$ cat config.mk
export PLATFORM = sky130hd
export DESIGN_NAME = dkua_access
export DESIGN_NICKNAME = d
export VERILOG_FILES = /design/src/dkua_pkg.sv /design/src/dkua_user_row_buffer.sv /design/src/dkua_access.sv
export SDC_FILE = /design/constraint.sdc
export NUM_CORES = 1
export LEC_CHECK = 0
export BUFFER_PORTS_ARGS = -buffer_cell sky130_fd_sc_hd__buf_2
export CORE_ASPECT_RATIO = 1.5
export CORE_MARGIN = 2
export CORE_UTILIZATION = 35
export CTS_CLUSTER_SIZE = 16
export DETAILED_ROUTE_END_ITERATION = 6
export GPL_TIMING_DRIVEN = 0
export PLACE_DENSITY_LB_ADDON = 0.2
export SYNTH_ARGS = -nofsm -noshare
export SYNTH_HDL_FRONTEND = slang
export SYNTH_SLANG_ARGS = --single-unit
$ cat constraint.sdc
create_clock -name clk_in -period 4.85 [get_ports clk_in]
set_input_delay 0.485 -clock clk_in [delete_from_list [all_inputs] [get_ports clk_in]]
set_output_delay 0.485 -clock clk_in [all_outputs]
set_load 0.1 [all_outputs]
$ cat src/dkua_pkg.sv
package dkua_pkg;

    // register bus geometry
    localparam int unsigned AXI_ADDR_W      = 8;
    localparam int unsigned AXI_DATA_W      = 32;
    localparam int unsigned REG_IDX_W       = 6;

    // register indices; byte address is four times the index
    localparam logic [5:0]  IDX_KEY_STATUS  = 6'h07;
    localparam logic [5:0]  IDX_RESET_REQ   = 6'h08;
    localparam logic [5:0]  IDX_SYS_CTRL    = 6'h0a;
    localparam logic [5:0]  IDX_SYS_STATUS  = 6'h0b;

    // key status fields
    localparam int unsigned KEY_UROW_BIT    = 5;
    localparam int unsigned KEY_PROG_BIT    = 4;
    localparam int unsigned KEY_ERASE_BIT   = 3;

    // system control fields
    localparam int unsigned CTRL_COMMIT_BIT = 1;
    localparam int unsigned CTRL_KEEP_CLOCK_REQUEST_BIT = 0;
    localparam logic        KEEP_CLOCK_REQUEST_RESET    = 1'b1;

    // system status fields
    localparam int unsigned ST_RSTSYS_BIT   = 5;
    localparam int unsigned ST_SLEEP_BIT    = 4;
    localparam int unsigned ST_PROG_BIT     = 3;
    localparam int unsigned ST_UROW_BIT     = 2;
    localparam int unsigned ST_LOCK_BIT     = 0;

    // key signatures, least significant byte arrives first
    localparam logic [63:0] KEY_SIG_ERASE   = 64'h4e564d4572617365;
    localparam logic [63:0] KEY_SIG_PROG    = 64'h4e564d50726f6720;
    localparam logic [63:0] KEY_SIG_UROW    = 64'h4e564d5573267465;
    localparam logic [3:0]  KEY_LAST_BYTE   = 4'h7;

    // reset request values
    localparam logic [7:0]  RESET_SIG       = 8'ha5;
    localparam logic [7:0]  RESET_RELEASE   = 8'h00;

    // sleep mode encoding from the system domain
    localparam logic [1:0]  SLEEP_NONE      = 2'h0;

    // user row size in bytes
    localparam int unsigned UROW_BYTES      = 32;

    // axi responses
    localparam logic [1:0]  RESP_OKAY       = 2'h0;
    localparam logic [1:0]  RESP_SLVERR     = 2'h2;

    typedef struct packed {
        logic [7:0]  awaddr;
        logic        awvalid;
        logic [31:0] wdata;
        logic [3:0]  wstrb;
        logic        wvalid;
        logic        bready;
        logic [7:0]  araddr;
        logic        arvalid;
        logic        rready;
    } dkua_axi_req_type;

    typedef struct packed {
        logic        awready;
        logic        wready;
        logic [1:0]  bresp;
        logic        bvalid;
        logic        arready;
        logic [31:0] rdata;
        logic [1:0]  rresp;
        logic        rvalid;
    } dkua_axi_rsp_type;

    typedef struct packed {
        logic        valid;
        logic [15:0] addr;
        logic [7:0]  data;
    } dkua_byte_write_type;

    typedef struct packed {
        dkua_axi_rsp_type axi;
        logic             aw_held;
        logic [7:0]       aw_addr;
        logic             w_held;
        logic [31:0]      w_data;
        logic [3:0]       w_strb;
        logic [63:0]      key_shift;
        logic [3:0]       key_count;
        logic             erase_key;
        logic             prog_key;
        logic             urow_key;
        logic [7:0]       reset_req;
        logic             sys_reset;
        logic             erase_busy;
        logic             erase_start;
        logic             prog_enabled;
        logic             urow_active;
        logic             commit;
        logic             keep_clock;
        logic             bod_force;
        logic [2:0]       bod_level;
        logic             bus_grant;
        logic             sram_read_ok;
        logic             phy_clock_on;
        logic             sleeping;
        logic             sync_event;
    } dkua_top_state_type;

endpackage : dkua_pkg

$ cat src/dkua_user_row_buffer.sv
`timescale 1ns/1ps
`default_nettype none

module dkua_user_row_buffer #(
    parameter int unsigned ROW_BYTES = dkua_pkg::UROW_BYTES
) (
    // clock and reset
    input  wire logic                          clk_in,
    input  wire logic                          resetn_in,
    // control
    input  wire logic                          active_in,
    input  wire logic                          commit_in,
    input  wire dkua_pkg::dkua_byte_write_type wr_in,
    // copy port toward the user row
    output logic                               row_valid_out,
    output logic [$clog2(ROW_BYTES)-1:0]       row_addr_out,
    output logic [7:0]                         row_data_out,
    input  wire logic                          row_ready_in,
    // status
    output logic                               busy_out,
    output logic                               done_out
);

    localparam int unsigned AW = $clog2(ROW_BYTES);

    typedef struct packed {
        logic [ROW_BYTES-1:0][7:0] mem;
        logic                      copying;
        logic                      valid;
        logic [AW-1:0]             addr;
        logic [7:0]                data;
        logic                      done;
    } dkua_row_state_type;

    dkua_row_state_type s;
    dkua_row_state_type next_s;

    always_comb begin
        next_s = s;
        next_s.done = 1'b0;
        // out-of-range writes simply fall away
        if (active_in && wr_in.valid && !s.copying && wr_in.addr < 16'(ROW_BYTES)) begin
            next_s.mem[wr_in.addr[AW-1:0]] = wr_in.data;
        end
        if (commit_in && active_in && !s.copying) begin
            next_s.copying = 1'b1;
            next_s.valid   = 1'b1;
            next_s.addr    = '0;
            next_s.data    = s.mem[0];
        end else if (s.copying && s.valid && row_ready_in) begin
            if (s.addr == AW'(ROW_BYTES - 1)) begin
                next_s.copying = 1'b0;
                next_s.valid   = 1'b0;
                next_s.done    = 1'b1;
            end else begin
                next_s.addr = AW'(s.addr + 1'b1);
                next_s.data = s.mem[AW'(s.addr + 1'b1)];
            end
        end
    end

    always_ff @(posedge clk_in or negedge resetn_in) begin
        if (!resetn_in) begin
            s <= '0;
        end else begin
            s <= next_s;
        end
    end

    assign row_valid_out = s.valid;
    assign row_addr_out  = s.addr;
    assign row_data_out  = s.data;
    assign busy_out      = s.copying;
    assign done_out      = s.done;

endmodule : dkua_user_row_buffer

`default_nettype wire

$ cat src/dkua_access.sv
`timescale 1ns/1ps
`default_nettype none

// Contract
// - 64-bit keys only; no reply.
// - match erase, program, user-row keys, low byte first.
// - program enable needs lock clear; status flag.
// - user-row key works on locked part; status flag.
// - erase key keeps active program key.
// - active keys read back in key status.
// - reset signature asserts reset; zero releases.
// - lock flag reads one until erase done.
// - finished erase clears lock, grants bus.
// - locked part blocks system bus.
// - erase forces brown-out on at fuse level.
// - program flag one after key and reset pulse.
// - user-row flag one after key and reset pulse.
// - user-row mode keeps byte writes to addresses below 32 only.
// - buffered bytes copied one to one.
// - commit starts copy; flag clears when done.
// - writing user-row key flag clears that key.
// - user-row mode refuses sram reads.
// - each sync rising edge emits an event.
// - link clock runs in sleep while enabled.
// - stopped cpu clock blocks bus reads when keep-clock is clear.
// - sleeping flag set for idle or deeper.
// - keep-clock request keeps bus access.
// - keep-clock request resets to one.
module dkua_access (
    // clock and reset
    input  wire logic                          clk_in,
    input  wire logic                          resetn_in,
    // register bus
    input  wire dkua_pkg::dkua_axi_req_type    axi_req_in,
    output dkua_pkg::dkua_axi_rsp_type         axi_rsp_out,
    // link layer
    input  wire logic                          link_enable_in,
    input  wire logic                          key_frame_start_in,
    input  wire logic                          key_byte_valid_in,
    input  wire logic [7:0]                    key_byte_in,
    input  wire logic                          sync_rise_in,
    input  wire dkua_pkg::dkua_byte_write_type mem_wr_in,
    output logic                               sync_event_out,
    output logic                               phy_clock_on_out,
    // system domain
    input  wire logic                          lock_bits_in,
    input  wire logic                          erase_done_in,
    input  wire logic [1:0]                    sleep_mode_in,
    input  wire logic                          cpu_clock_stopped_in,
    input  wire logic [2:0]                    bod_fuse_level_in,
    output logic                               sys_reset_out,
    output logic                               erase_start_out,
    output logic                               bod_force_active_out,
    output logic [2:0]                         bod_level_out,
    output logic                               keep_clock_out,
    output logic                               bus_grant_out,
    output logic                               sram_read_ok_out,
    output logic                               prog_enabled_out,
    // user row copy port
    output logic                               row_valid_out,
    output logic [4:0]                         row_addr_out,
    output logic [7:0]                         row_data_out,
    input  wire logic                          row_ready_in
);

    dkua_pkg::dkua_top_state_type s;
    dkua_pkg::dkua_top_state_type next_s;

    logic       row_busy;
    logic       row_done;
    logic       locked;
    logic [7:0] rd_byte;
    logic       rd_hit;
    logic [5:0] rd_idx;
    logic [5:0] wr_idx;
    logic       wr_hit;
    logic [63:0] key_full;

    dkua_user_row_buffer #(
        .ROW_BYTES (dkua_pkg::UROW_BYTES)
    ) u_row (
        .clk_in        (clk_in),
        .resetn_in     (resetn_in),
        .active_in     (s.urow_active),
        .commit_in     (s.commit),
        .wr_in         (mem_wr_in),
        .row_valid_out (row_valid_out),
        .row_addr_out  (row_addr_out),
        .row_data_out  (row_data_out),
        .row_ready_in  (row_ready_in),
        .busy_out      (row_busy),
        .done_out      (row_done)
    );

    // lock reads high while erase runs
    assign locked   = lock_bits_in | s.erase_busy;
    assign rd_idx   = axi_req_in.araddr[7:2];
    assign wr_idx   = s.aw_addr[7:2];
    assign key_full = {key_byte_in, s.key_shift[63:8]};

    always_comb begin
        rd_byte = 8'h00;
        rd_hit  = 1'b1;
        unique case (rd_idx)
            dkua_pkg::IDX_KEY_STATUS: begin
                rd_byte[dkua_pkg::KEY_UROW_BIT]  = s.urow_key;
                rd_byte[dkua_pkg::KEY_PROG_BIT]  = s.prog_key;
                rd_byte[dkua_pkg::KEY_ERASE_BIT] = s.erase_key;
            end
            dkua_pkg::IDX_RESET_REQ: begin
                rd_byte = s.reset_req;
            end
            dkua_pkg::IDX_SYS_CTRL: begin
                rd_byte[dkua_pkg::CTRL_KEEP_CLOCK_REQUEST_BIT] = s.keep_clock;
            end
            dkua_pkg::IDX_SYS_STATUS: begin
                rd_byte[dkua_pkg::ST_RSTSYS_BIT] = s.sys_reset;
                rd_byte[dkua_pkg::ST_SLEEP_BIT]  = s.sleeping;
                rd_byte[dkua_pkg::ST_PROG_BIT]   = s.prog_enabled;
                rd_byte[dkua_pkg::ST_UROW_BIT]   = s.urow_active;
                rd_byte[dkua_pkg::ST_LOCK_BIT]   = locked;
            end
            default: begin
                rd_hit = 1'b0;
            end
        endcase
    end

    assign wr_hit = (wr_idx == dkua_pkg::IDX_KEY_STATUS) || (wr_idx == dkua_pkg::IDX_RESET_REQ)
                 || (wr_idx == dkua_pkg::IDX_SYS_CTRL) || (wr_idx == dkua_pkg::IDX_SYS_STATUS);

    always_comb begin
        next_s = s;
        next_s.erase_start = 1'b0;
        next_s.commit      = 1'b0;

        // bus: accept address and data in either order
        if (axi_req_in.awvalid && s.axi.awready) begin
            next_s.aw_held = 1'b1;
            next_s.aw_addr = axi_req_in.awaddr;
        end
        if (axi_req_in.wvalid && s.axi.wready) begin
            next_s.w_held = 1'b1;
            next_s.w_data = axi_req_in.wdata;
            next_s.w_strb = axi_req_in.wstrb;
        end
        if (s.axi.bvalid && axi_req_in.bready) begin
            next_s.axi.bvalid = 1'b0;
        end
        if (s.axi.rvalid && axi_req_in.rready) begin
            next_s.axi.rvalid = 1'b0;
        end
        if (axi_req_in.arvalid && s.axi.arready) begin
            next_s.axi.rvalid = 1'b1;
            next_s.axi.rdata  = {24'h000000, rd_byte};
            next_s.axi.rresp  = rd_hit ? dkua_pkg::RESP_OKAY : dkua_pkg::RESP_SLVERR;
        end

        // key reception; no reply is ever produced
        if (key_frame_start_in) begin
            next_s.key_count = 4'h0;
        end else if (key_byte_valid_in) begin
            next_s.key_shift = key_full;
            if (s.key_count == dkua_pkg::KEY_LAST_BYTE) begin
                next_s.key_count = 4'h0;
                if (key_full == dkua_pkg::KEY_SIG_ERASE) begin
                    next_s.erase_key = 1'b1;
                end else if (key_full == dkua_pkg::KEY_SIG_PROG) begin
                    next_s.prog_key = 1'b1;
                end else if (key_full == dkua_pkg::KEY_SIG_UROW) begin
                    next_s.urow_key = 1'b1;
                end
            end else begin
                next_s.key_count = 4'(s.key_count + 1'b1);
            end
        end

        // register write, once address and data are both in
        if (s.aw_held && s.w_held && !s.axi.bvalid) begin
            next_s.aw_held    = 1'b0;
            next_s.w_held     = 1'b0;
            next_s.axi.bvalid = 1'b1;
            next_s.axi.bresp  = wr_hit ? dkua_pkg::RESP_OKAY : dkua_pkg::RESP_SLVERR;
            if (s.w_strb[0]) begin
                unique case (wr_idx)
                    dkua_pkg::IDX_KEY_STATUS: begin
                        if (s.w_data[dkua_pkg::KEY_UROW_BIT]) begin
                            next_s.urow_key = 1'b0;
                        end
                    end
                    dkua_pkg::IDX_RESET_REQ: begin
                        next_s.reset_req = s.w_data[7:0];
                        if (s.w_data[7:0] == dkua_pkg::RESET_SIG) begin
                            next_s.sys_reset = 1'b1;
                            if (s.prog_enabled) begin
                                // second reset pulse closes programming
                                next_s.prog_enabled = 1'b0;
                                next_s.prog_key     = 1'b0;
                            end
                        end else if (s.w_data[7:0] == dkua_pkg::RESET_RELEASE) begin
                            next_s.sys_reset = 1'b0;
                            if (s.sys_reset) begin
                                if (s.erase_key && !s.erase_busy) begin
                                    next_s.erase_busy  = 1'b1;
                                    next_s.erase_start = 1'b1;
                                end
                                if (s.prog_key && !locked && !s.erase_key) begin
                                    next_s.prog_enabled = 1'b1;
                                end
                                if (s.urow_key && locked && !s.prog_enabled) begin
                                    next_s.urow_active = 1'b1;
                                end
                            end
                        end
                    end
                    dkua_pkg::IDX_SYS_CTRL: begin
                        next_s.keep_clock = s.w_data[dkua_pkg::CTRL_KEEP_CLOCK_REQUEST_BIT];
                        if (s.w_data[dkua_pkg::CTRL_COMMIT_BIT] && s.urow_active && !row_busy) begin
                            next_s.commit = 1'b1;
                        end
                    end
                    default: begin
                    end
                endcase
            end
        end

        // erase progress
        if (s.erase_busy && erase_done_in) begin
            next_s.erase_busy = 1'b0;
            next_s.erase_key  = 1'b0;
        end
        next_s.bod_force = next_s.erase_busy;
        next_s.bod_level = next_s.erase_busy ? bod_fuse_level_in : 3'h0;

        // flag held until copy ends
        if (row_done) begin
            next_s.urow_active = 1'b0;
        end

        // link off drops keys and modes
        if (!link_enable_in) begin
            next_s.erase_key    = 1'b0;
            next_s.prog_key     = 1'b0;
            next_s.urow_key     = 1'b0;
            next_s.prog_enabled = 1'b0;
            next_s.urow_active  = 1'b0;
        end

        // access gating
        next_s.bus_grant    = !locked && !(cpu_clock_stopped_in && !s.keep_clock);
        next_s.sram_read_ok = next_s.bus_grant && !s.urow_active;
        next_s.sleeping     = (sleep_mode_in != dkua_pkg::SLEEP_NONE);
        next_s.phy_clock_on = link_enable_in;
        next_s.sync_event   = sync_rise_in;

        next_s.axi.awready = !next_s.aw_held && !next_s.axi.bvalid;
        next_s.axi.wready  = !next_s.w_held && !next_s.axi.bvalid;
        next_s.axi.arready = !next_s.axi.rvalid;
    end

    always_ff @(posedge clk_in or negedge resetn_in) begin
        if (!resetn_in) begin
            s            <= '0;
            s.keep_clock <= dkua_pkg::KEEP_CLOCK_REQUEST_RESET;
        end else begin
            s <= next_s;
        end
    end

    assign axi_rsp_out          = s.axi;
    assign sync_event_out       = s.sync_event;
    assign phy_clock_on_out     = s.phy_clock_on;
    assign sys_reset_out        = s.sys_reset;
    assign erase_start_out      = s.erase_start;
    assign bod_force_active_out = s.bod_force;
    assign bod_level_out        = s.bod_level;
    assign keep_clock_out       = s.keep_clock;
    assign bus_grant_out        = s.bus_grant;
    assign sram_read_ok_out     = s.sram_read_ok;
    assign prog_enabled_out     = s.prog_enabled;

endmodule : dkua_access

`default_nettype wire

==> results of run 1 <==
path summary, 6_finish.rpt:
| check | start | endpoint | slack (ns) | cells past startpoint |
|---|---|---|---|---|
| min in group clk_in | sync_rise_in | sync_event_out$_DFF_PN0_ | 0.04 | 1 |
| worst min register to register | u_row.done_out$_DFF_PN0_ | s[11]$_DFFE_PN0P_ | 0.41 | 1 |
| max in group asynchronous | resetn_in | u_row.s[219]$_DFFE_PN0P_ | 2.91 | 4 |
| worst max register to register | u_row.row_addr_out[1]$_DFFE_PN0P_ | u_row.row_data_out[1]$_DFFE_PN0P_ | 1.50 | 7 |
| worst min-delay path | resetn_in | sync_event_out$_DFF_PN0_ | -0.04 | 1 |
| worst max-delay path | u_row.row_addr_out[1]$_DFFE_PN0P_ | u_row.row_data_out[1]$_DFFE_PN0P_ | 1.50 | 7 |
per-layer routing:
layer  up-vias  GRT usage, %
li1       4863             -
met1      5708         22.33
met2       290         33.27
met4         0         9.449
met5         -             0
met3        93         3.282
synthesized netlist by cell type (7+ instances only):
library cell / instances
sky130_fd_sc_hd__a22o_1: 8
sky130_fd_sc_hd__o2111ai_1: 8
sky130_fd_sc_hd__dfrtp_1: 388
sky130_fd_sc_hd__nor4_1: 11
sky130_fd_sc_hd__nand4_1: 7
sky130_fd_sc_hd__nor2b_1: 10
sky130_fd_sc_hd__buf_4: 57
sky130_fd_sc_hd__nand2_1: 46
sky130_fd_sc_hd__o21ai_0: 24
sky130_fd_sc_hd__mux4_2: 64
sky130_fd_sc_hd__a21oi_1: 19
sky130_fd_sc_hd__nand3_1: 20
sky130_fd_sc_hd__clkbuf_1: 53
sky130_fd_sc_hd__mux2_2: 337
sky130_fd_sc_hd__o221a_2: 8
sky130_fd_sc_hd__mux2i_1: 11
sky130_fd_sc_hd__nor2_2: 12
sky130_fd_sc_hd__inv_1: 15
sky130_fd_sc_hd__nor2_1: 18
sky130_fd_sc_hd__nor3_1: 11
sky130_fd_sc_hd__a22oi_1: 19
cells by family (layout without fill, tap and decap cells):
family	count (synthesis)	count (layout)
AOI/OAI and AO/OA	96	96
xor gates and xnor gates	5	5
adders and majority gates	3	3
buffers and inverters	136	327
DFF	389	389
muxes	412	412
other	1	27
and+or+nand+nor	193	193
sequential cells by signal (all words and copies together) (netlist names):
name,flops
keep_clock_out,1
u_row.s,256
erase_start_out,1
axi_rsp_out,15
sys_reset_out,1
bod_force_active_out,1
bus_grant_out,1
u_row.done_out,1
u_row.row_data_out,8
s,35
u_row.row_addr_out,5
sync_event_out,1
u_row.row_valid_out,1
prog_enabled_out,1
sram_read_ok_out,1
key_full,56
phy_clock_on_out,1
bod_level_out,3
final cells by class:
class | instances | area share (%)
Sequential cell | 389 | 47.05
Multi-Input combinational cell | 735 | 35.49
Clock buffer | 62 | 5.738
Tap cell | 669 | 4.045
Buffer | 121 | 3.259
Timing Repair Buffer | 117 | 3.205
Clock inverter | 12 | 0.9372
Inverter | 15 | 0.2721
Antenna cell | 1 | 0.01209
where the power goes:
group	total [W]	internal, W	leakage [nW]	switching, W
registers	0.00391	0.00358	5.23	0.000328
clock network	0.00328	0.00196	0.668	0.00132
logic	0.00205	0.000676	3.80	0.00138
per-stage QoR:
step,utilization (%),power (W),hold slack (ns)
after floorplan,-,0.005375,0.1894
after global placement,38.21,0.006014,0.3965
after detailed placement,38.39,0.006048,0.3950
after CTS,41.14,0.009369,0.003018
after global routing,41.14,0.009655,0.01810
final,41.14,0.009245,-0.03870
worst max-delay path, stage by stage, from the launching register on:
cell and delay, ns:
sky130_fd_sc_hd__dfrtp_1 0.42, sky130_fd_sc_hd__ha_1 0.30, sky130_fd_sc_hd__clkbuf_1 0.56, sky130_fd_sc_hd__clkbuf_1 0.85
sky130_fd_sc_hd__mux4_2 0.43, sky130_fd_sc_hd__a22oi_1 0.25, sky130_fd_sc_hd__o2111ai_1 0.22, sky130_fd_sc_hd__o221a_2 0.20
==> results by group, run 1 <==
CTS
  • Root Buffer: sky130_fd_sc_hd__clkbuf_16
  • Clk Latency, worst-skew pair: approximately 0.56 ns
  • Total clock sinks: between 300 and 400
  • Num CTS Buffers: 42
  • Number of hold buffers added after CTS: 0
  • Register clock-pin slew on the reported worst setup and hold paths: roughly 0.060 ns
  • Max Buffers Root-to-Sink: 3
  • CTS tree: yes
  • H-tree levels: 2
  • Number of cells upsized or downsized after cts: 0
  • Post-CTS setup buffers: 0

Synth
  • FF+latch count, synth: around 390
  • Top cell type's share of synthesized area: between 50 and 60%
  • Multiplexer fraction of the synthesized cell area: a little under a third
  • Fraction of synthesized cell area in xor and xnor cells: less than 1%
  • Part of the Yosys area used for sequential elements: about 55%
  • Compound-gate portion of the synthesized area: 3.750%
  • Area share of fa/ha/maj cells after synthesis: less than 1%
  • Number of synthesized flops with an enable pin: 0
  • Most used flip-flop cell after synthesis: sky130_fd_sc_hd__dfrtp_1
  • Cell taking the most area after synthesis: sky130_fd_sc_hd__dfrtp_1
  • Yosys warning count: 0
  • Top post-synthesis cells by area: sky130_fd_sc_hd__dfrtp_1 55%, sky130_fd_sc_hd__mux2_2 21%, sky130_fd_sc_hd__mux4_2 8.1%, sky130_fd_sc_hd__buf_4 2.4%, sky130_fd_sc_hd__clkbuf_1 1.1%
  • Per-instance average area after synthesis: 14.34 sq um
  • Number of instances in the synthesized netlist: about 1200
  • Simple-gate share of the synthesized area: under 10%
  • Largest family of logic cells by synthesized area: multiplexers
  • Count of cell types in the netlist: 57
  • Async SR Flop Fraction: 100.0%
  • Total standard cell area after synthesis: roughly 18000 sq um

STA
  • Setup WS post-layout: 1.499 ns
  • Final setup violating endpoints: 0
  • Setup total negative slack: 0 ns
  • Achievable clock frequency: just under 0.3 GHz
  • Post-route worst hold slack: -0.03870 ns
  • Ratio of final minimum period to clock period: between 60% and 70%
  • Min Tclk post-route: 3.351 ns
  • RSZ-0062 raised after global routing: false
  • Worst Clk Skew: 0.02834 ns
  • Actual slew at the worst max-slew pin: 1.110 ns
  • Slew Limit Fails: 0
  • Total count of hold-check failures in the final report: 10
  • Slew margin rel.: about a quarter

Route
  • Top sig layer: met4
  • Final ANT Viol Nets: 0
  • Met2 WL post-DR: roughly 25 mm
  • Avg WL per Cell: around 23 um
  • Number of design rule violations left after detail routing: 0
  • Post-route met1 wirelength: about 19 mm
  • Vias: about 11000
  • Wire length after detailed routing: slightly below 50 mm
  • Drt first-iter violations: 479
  • Total met3 wirelength after detailed routing: ~2.2 mm
  • Drt via density: a little over 5
  • Pre-Repair DR Iteration Count: 4

Hold path
  • Hold Crit Class: input pin to asynchronous set/reset pin

Global route
  • Sum of overflow across all layers after global routing: 0
  • Largest net degree at the start of global routing: about 110
  • Aggregate global-route resource usage: 18.94%
  • Wire length of the first global-routing pass: roughly 74 mm
  • Via count of the first global-routing pass: roughly 12000
  • Initial antenna violation count: 1

Worst setup path
  • WS Path Type: flip-flop to flip-flop
  • Critical Path RT: approximately 5.3 ns
  • Critical path data arrival time: about 3.8 ns
  • Nature of the critical path startpoint: flip-flop
  • Sort of element at the end of the critical path: flip-flop
  • CP max FO: 10

Run status
  • Result of the run: finished, violations left
  • Failing checks: hold timing

Cells and area
  • Number of nets at the end of the flow: 1529
  • Relative area change from synthesis to final layout: 16.81%
  • Layout Cells excl Fill: approximately 2100
  • Area of the multi-input gates: between 7000 and 8000 sq um
  • Commonest non-fill, non-tap cells in the layout: 388 x sky130_fd_sc_hd__dfrtp_1, 337 x sky130_fd_sc_hd__mux2_2, 118 x sky130_fd_sc_hd__buf_2
  • Number of fillers in the final layout: roughly 4800
  • Sequential cell area: around 10000 sq um
  • Layout cells sized above 1: between 40% and 50%
  • Commonest non-fill, non-tap cell in the layout: sky130_fd_sc_hd__dfrtp_1
  • Post-route design area: between 20000 and 25000 sq um

Placed design
  • Number of buffers inserted by port buffering: about 110
  • Placed inst area: approximately 19000 sq um
  • Gpl congestion: just under 0.9
  • Number of placed instances, taps included: between 2000 and 2500
  • Detailed Place HPWL: 35.62 mm
  • Post-placement worst setup slack: between 1 and 1.5 ns

Floorplan
  • Initial core utilization: a little over a third
  • Site Rows: 101
  • Die Ht: between 200 and 300 um
  • I/O pin total: between 150 and 200
  • Die Width: ~190 um
  • Floorplan Core Area: 50300 sq um
  • Floorplan die area: roughly 52000 sq um

Power and ir drop
  • P per Cell Area: approximately 450 nW/um^2
  • Static Leakage: approximately 9.7 nW
  • IR Drop Worst-Case VDD: ~0.00035 V

Run
  • Max-capacitance violation count: 0
Power figures use the tool's default switching activity.
==> run 2: changes to the inputs <==
clock period = 3.15 ns   (was 4.85 ns; I/O delays follow)
==> run 2 against run 1 <==
  * The flow now finishes without violations
  * Worst hold slack gained 0.063 ns
  * Sequential power grew 54%
  * Final area grew 1.6%
  * Count of clock-buffer cells in the layout is the same
  * Clock power grew 54%
  * Largest cell class unchanged
  * Register-to-register slack lost 1.3 ns
  * Core utilization grew 0.64 points
==> results by group, run 2 (same netlist as run 1, synthesis figures left out) <==
Run status
  • Result of the run: complete, no violations

STA
  • Total count of hold-check failures in the final report: 0
  • Actual slew at the worst max-slew pin: approximately 1.1 ns
  • Final setup violating endpoints: 0
  • Slew margin rel.: about 30%
  • Ratio of final minimum period to clock period: around 95%
  • Post-route worst hold slack: 0.02427 ns
  • Worst Clk Skew: between 0.03 and 0.04 ns
  • Min Tclk post-route: between 2 and 3 ns
  • RSZ-0062 raised after global routing: false
  • Slew Limit Fails: 0
  • Achievable clock frequency: approximately 0.33 GHz

Global route
  • Via count of the first global-routing pass: 11780
  • Global-route met1 utilization: between 20% and 30%
  • Initial antenna violation count: 1
  • Wire length of the first global-routing pass: between 70 and 80 mm
  • GRT Max-Usage Layer: met2
  • GRT met3 Usage: 3.007%
  • Sum of overflow across all layers after global routing: 0
  • Aggregate global-route resource usage: a little under a fifth
  • Routing usage on met2: between 30% and 40%
  • Largest net degree at the start of global routing: around 110

Worst setup path
  • Nature of the critical path startpoint: flip-flop
  • WS Path Type: flip-flop to flip-flop
  • Critical path data arrival time: 3.42 ns
  • Critical Path RT: roughly 3.6 ns
  • Sort of element at the end of the critical path: flip-flop
  • Source of the critical timing path: u_row.row_valid_out$_DFFE_PN0P_
  • CP max FO: 8
  • Worst r2r src: u_row.row_valid_out$_DFFE_PN0P_

CTS
  • Num CTS Buffers: 42
  • Register clock-pin slew on the reported worst setup and hold paths: about 0.060 ns
  • Clk Latency, worst-skew pair: about 0.56 ns
  • Max Buffers Root-to-Sink: 3
  • Total clock sinks: between 300 and 400
  • Root Buffer: sky130_fd_sc_hd__clkbuf_16
  • CTS tree: yes
  • H-tree levels: 2

Route
  • Final ANT Viol Nets: 0
  • Pre-Repair DR Iteration Count: 5
  • Vias: 11060
  • Drt first-iter violations: 528
  • Drt via density: 5.153
  • Wire length after detailed routing: 49.20 mm
  • Avg WL per Cell: about 23 um
  • Number of design rule violations left after detail routing: 0

Run
  • Max-capacitance violation count: 0

Floorplan
  • Die Ht: roughly 280 um
  • Die Width: approximately 190 um
  • Floorplan die area: around 52000 sq um
  • I/O pin total: 172
  • Site Rows: around 100
  • Floorplan Core Area: between 50000 and 60000 sq um
  • Initial core utilization: between 30% and 40%

Cells and area
  • Commonest non-fill, non-tap cell in the layout: sky130_fd_sc_hd__dfrtp_1
  • Number of nets at the end of the flow: roughly 1600
  • Final core area utilization: 41.79%
  • Largest Register: u_row.s
  • Largest register FFs: approximately 260
  • Commonest non-fill, non-tap cells in the layout: 388 x sky130_fd_sc_hd__dfrtp_1, 337 x sky130_fd_sc_hd__mux2_2, 118 x sky130_fd_sc_hd__buf_2
  • Layout cells sized above 1: between 40% and 50%
  • Relative area change from synthesis to final layout: 18.63%

Placed design
  • Gpl congestion: approximately 0.9
  • Number of buffers inserted by port buffering: about 110
  • Detailed Place HPWL: ~36 mm

Hold path
  • Worst min-delay path startpoint: axi_req_in[22]
  • Hold Crit Class: input pin to flip-flop

Power and ir drop
  • IR Drop Worst-Case VDD: 0.0005268 V
  • Static Leakage: around 9.8 nW
  • P per Cell Area: roughly 680 nW/um^2
run 2: through the flow:
step,setup TNS (ns),setup WS (ns),cell area [sq um],instances,power (W)
2_1_floorplan,0,0.3841,17810,1260,0.008275
4_1_cts,-0.3299,-0.03279,20980,2146,0.01445
3_5_place_dp,-1.456,-0.2223,19310,2046,0.009313
6_report,0,0.1596,21020,2147,0.01430
5_1_grt,0,0.03553,21010,2146,0.01491
3_3_place_gp,-2298.55,-5.992,19220,2043,0.009260
run 2: per-layer routing:
metal,routed length (um),vias up
li1,-,4913
met1,19530,5762
met2,24970,297
met3,2144,91
met4,2551,0
met5,0,-
run 2: final cells by class:
cell class | instances | area, sq um
fillers | 4793 | 29280
multi-input cells | 735 | 7388
flip-flops and latches | 389 | 9736
inverters | 15 | 56.30
well taps | 669 | 837.1
diodes | 1 | 2.502
plain buffers | 121 | 681.9
clock inverters | 12 | 193.9
repair buffers | 143 | 933.4
clock buffers | 62 | 1187
run 2: report_power, final:
part	switching, W	internal (W)
Combinational	0.00214	0.00107
Clock	0.00204	0.00302
Sequential	0.000508	0.00552
run 2: final timing paths:
| check | slack, ns | cells past startpoint | end |
|---|---|---|---|
| worst min-delay path | 0.02 | 2 | s[105]$_DFFE_PN0P_ |
| worst max register to register | 0.16 | 6 | u_row.s[162]$_DFFE_PN0P_ |
| worst max-delay path | 0.16 | 6 | u_row.s[162]$_DFFE_PN0P_ |
| min in group asynchronous | 0.37 | 2 | sync_event_out$_DFF_PN0_ |
| max in group asynchronous | 0.84 | 5 | u_row.s[219]$_DFFE_PN0P_ |
| worst min register to register | 0.41 | 1 | s[11]$_DFFE_PN0P_ |
run 2: repair_timing:
item | CTS | global route
setup buffers | 1 | 0
hold endpoints to repair | 127 | 0
resized for setup | 7 | 10
endpoints found under the setup margin | 42 | 146
hold buffers | 25 | 0
run 2: worst max-delay path, stage by stage, from the launching register on:
cell and delay, ns:
sky130_fd_sc_hd__dfrtp_1 0.50, sky130_fd_sc_hd__nor2b_2 0.34, sky130_fd_sc_hd__nand4_2 0.38, sky130_fd_sc_hd__or4_1 0.52, sky130_fd_sc_hd__clkbuf_1 0.20, sky130_fd_sc_hd__nor2_2 0.52, sky130_fd_sc_hd__mux2_2 0.41
==> run 3: changes to the inputs <==
HOLD_SLACK_MARGIN = 0.08   (was unset)
==> run 3 against run 2 <==
  * Core utilization up 0.22 points
  * Routed wire length barely moved
  * Die area unchanged
  * Clock skew about the same
  * Sequential power barely moved
  * Critical path depth unchanged
  * Maximum frequency increased by 0.32%
  * Final cell count up 0.51%
  * Critical path type unchanged
  * Largest power group unchanged
==> results by group, run 3 (same netlist as run 1, synthesis figures left out) <==
Hold path
  • Hold Crit Class: input pin to flip-flop
  • Endpoint of the worst hold-timing path: key_full[50]$_DFFE_PN0P_
  • Count of cells along the worst hold path: 2
  • Worst min-delay path startpoint: key_byte_in[2]

Route
  • Wire length after detailed routing: between 40 and 50 mm
  • Number of design rule violations left after detail routing: 0
  • Met2 WL post-DR: approximately 25 mm
  • Post-route met1 wirelength: 19.47 mm
  • Drt first-iter violations: 519
  • Vias: about 11000
  • Avg WL per Cell: around 23 um
  • Total met3 wirelength after detailed routing: about 2.2 mm
  • Final ANT Viol Nets: 0
  • Drt via density: ~5
  • Top sig layer: met4
  • Pre-Repair DR Iteration Count: 5

Worst setup path
  • Combined buffer and inverter count along the critical path: 1
  • Cell class contributing the biggest share of worst-path delay: simple AND/OR/NAND/NOR gates
  • Critical Path RT: around 3.6 ns
  • Critical path data arrival time: 3.41 ns
  • Sort of element at the end of the critical path: flip-flop
  • WS Path Type: flip-flop to flip-flop
  • Slowest CP cell: sky130_fd_sc_hd__or4_1
  • Worst stage delay on the critical path: 0.52 ns
  • CP max FO: 8
  • Worst reg-to-reg path cell count: 6
  • Reg-to-reg endpoint: u_row.s[162]$_DFFE_PN0P_
  • Critical-path cell list: nor2b_2 > nand4_2 > or4_1 > clkbuf_1 > nor2_2 > mux2_2
  • Nature of the critical path startpoint: flip-flop
  • Setup slack of the worst register-to-register path: approximately 0.17 ns
  • Worst r2r src: u_row.row_valid_out$_DFFE_PN0P_

STA
  • Actual slew at the worst max-slew pin: 1.085 ns
  • Worst Clk Skew: between 0.03 and 0.04 ns
  • Ratio of final minimum period to clock period: between 90% and 100%
  • RSZ-0062 raised after global routing: false
  • Min Tclk post-route: ~3.0 ns
  • Achievable clock frequency: around 0.34 GHz
  • Final setup violating endpoints: 0
  • Setup total negative slack: 0 ns
  • Slew margin rel.: about 28%
  • Total count of hold-check failures in the final report: 0
  • Setup WS post-layout: roughly 0.17 ns
  • Slew Limit Fails: 0

CTS
  • Clk Latency, worst-skew pair: between 0.5 and 0.6 ns
  • H-tree levels: 2
  • Root Buffer: sky130_fd_sc_hd__clkbuf_16
  • Max Buffers Root-to-Sink: 3
  • CTS tree: yes
  • Total clock sinks: approximately 390
  • Num CTS Buffers: between 40 and 50
  • Register clock-pin slew on the reported worst setup and hold paths: about 0.060 ns

Placed design
  • Gpl congestion: roughly 0.89
  • Post-placement worst setup slack: -0.2223 ns
  • Detailed Place HPWL: 35.62 mm
  • Number of placed instances, taps included: around 2000
  • Number of buffers inserted by port buffering: between 100 and 150

Cells and area
  • Commonest non-fill, non-tap cell in the layout: sky130_fd_sc_hd__dfrtp_1
  • Relative area change from synthesis to final layout: 19.25%
  • Largest Register: u_row.s
  • Largest register FFs: 256
  • Commonest non-fill, non-tap cells in the layout: 388 x sky130_fd_sc_hd__dfrtp_1, 337 x sky130_fd_sc_hd__mux2_2, 118 x sky130_fd_sc_hd__buf_2
  • Layout Cells excl Fill: about 2200
  • Number of fillers in the final layout: ~4800
  • Final core area utilization: between 40% and 50%
  • Layout cells sized above 1: 46.71%
  • Number of nets at the end of the flow: around 1600

Global route
  • Via count of the first global-routing pass: approximately 12000
  • Largest net degree at the start of global routing: 109
  • Wire length of the first global-routing pass: between 70 and 80 mm
  • Aggregate global-route resource usage: 18.99%
  • Sum of overflow across all layers after global routing: 0
  • Initial antenna violation count: 1

Floorplan
  • Floorplan die area: ~52000 sq um
  • Site Rows: about 100
  • Initial core utilization: 35.22%
  • Die Width: about 190 um
  • Die Ht: ~280 um
  • I/O pin total: 172
  • Floorplan Core Area: slightly above 50000 sq um

Run status
  • Result of the run: complete, no violations

Run
  • Max-capacitance violation count: 0

Power and ir drop
  • P per Cell Area: between 600 and 700 nW/um^2
  • IR Drop Worst-Case VDD: between 0.0005 and 0.0006 V
  • Static Leakage: slightly below 10 nW
-- run 3: cell types whose count changed in the layout (fill, tap and decap cells not counted), sizes merged --
cell         change
dlygate4sd3     +11
-- run 3: metal layers --
| layer | vias up | global-route usage (%) |
|---|---|---|
| met2 | 296 | 33.54 |
| met1 | 5775 | 22.50 |
| met5 | - | 0 |
| met3 | 85 | 3.019 |
| li1 | 4939 | - |
| met4 | 0 | 9.227 |
-- run 3: how the worst max path moves through the flow --
stage / startpoint / endpoint / slack [ns] / cells after the start
3_5_place_dp: u_row.row_addr_out[1]$_DFFE_PN0P_ / u_row.row_data_out[1]$_DFFE_PN0P_ / -0.22 / 7
2_1_floorplan: u_row.row_valid_out$_DFFE_PN0P_ / u_row.s[80]$_DFFE_PN0P_ / 0.38 / 6
3_3_place_gp: resetn_in / key_full[48]$_DFFE_PN0P_ / -5.99 / 1
6_report: u_row.row_valid_out$_DFFE_PN0P_ / u_row.s[162]$_DFFE_PN0P_ / 0.17 / 6
5_1_grt: u_row.row_valid_out$_DFFE_PN0P_ / u_row.s[167]$_DFFE_PN0P_ / 0.04 / 6
4_1_cts: u_row.row_valid_out$_DFFE_PN0P_ / u_row.s[157]$_DFFE_PN0P_ / -0.03 / 6
-- run 3: where the power goes --
part | leakage (nW) | internal (W) | switching, W
clock | 0.668 | 0.00302 | 0.00203
combinational | 3.99 | 0.00108 | 0.00214
sequential | 5.23 | 0.00552 | 0.000510
-- run 3: area by class of cell --
class / count / area (sq um) / area share [%]
flip-flops and latches: 389 / 9736 / 46.08
multi-input cells: 735 / 7388 / 34.97
clock buffers: 62 / 1187 / 5.620
repair buffers: 154 / 1044 / 4.939
well taps: 669 / 837.1 / 3.962
plain buffers: 121 / 681.9 / 3.228
clock inverters: 12 / 193.9 / 0.9180
inverters: 15 / 56.30 / 0.2665
diodes: 1 / 2.502 / 0.01184
-- run 3: per-stage QoR --
step	area, sq um	power (W)	hold WS [ns]
2_1_floorplan	17810	0.008275	0.01941
3_3_place_gp	19220	0.009260	0.3965
6_report	21130	0.01430	0.09683
3_5_place_dp	19310	0.009313	0.3950
4_1_cts	21090	0.01447	0.08237
5_1_grt	21120	0.01493	0.08426
-- run 3: what timing repair did --
| item | in CTS | in global routing |
|---|---|---|
| hold buffers | 36 | 0 |
| resized for setup | 7 | 10 |
| buffers inserted | 1 | 0 |
| endpoints found under the setup margin | 42 | 146 |
| endpoints found under the hold margin | 138 | 0 |
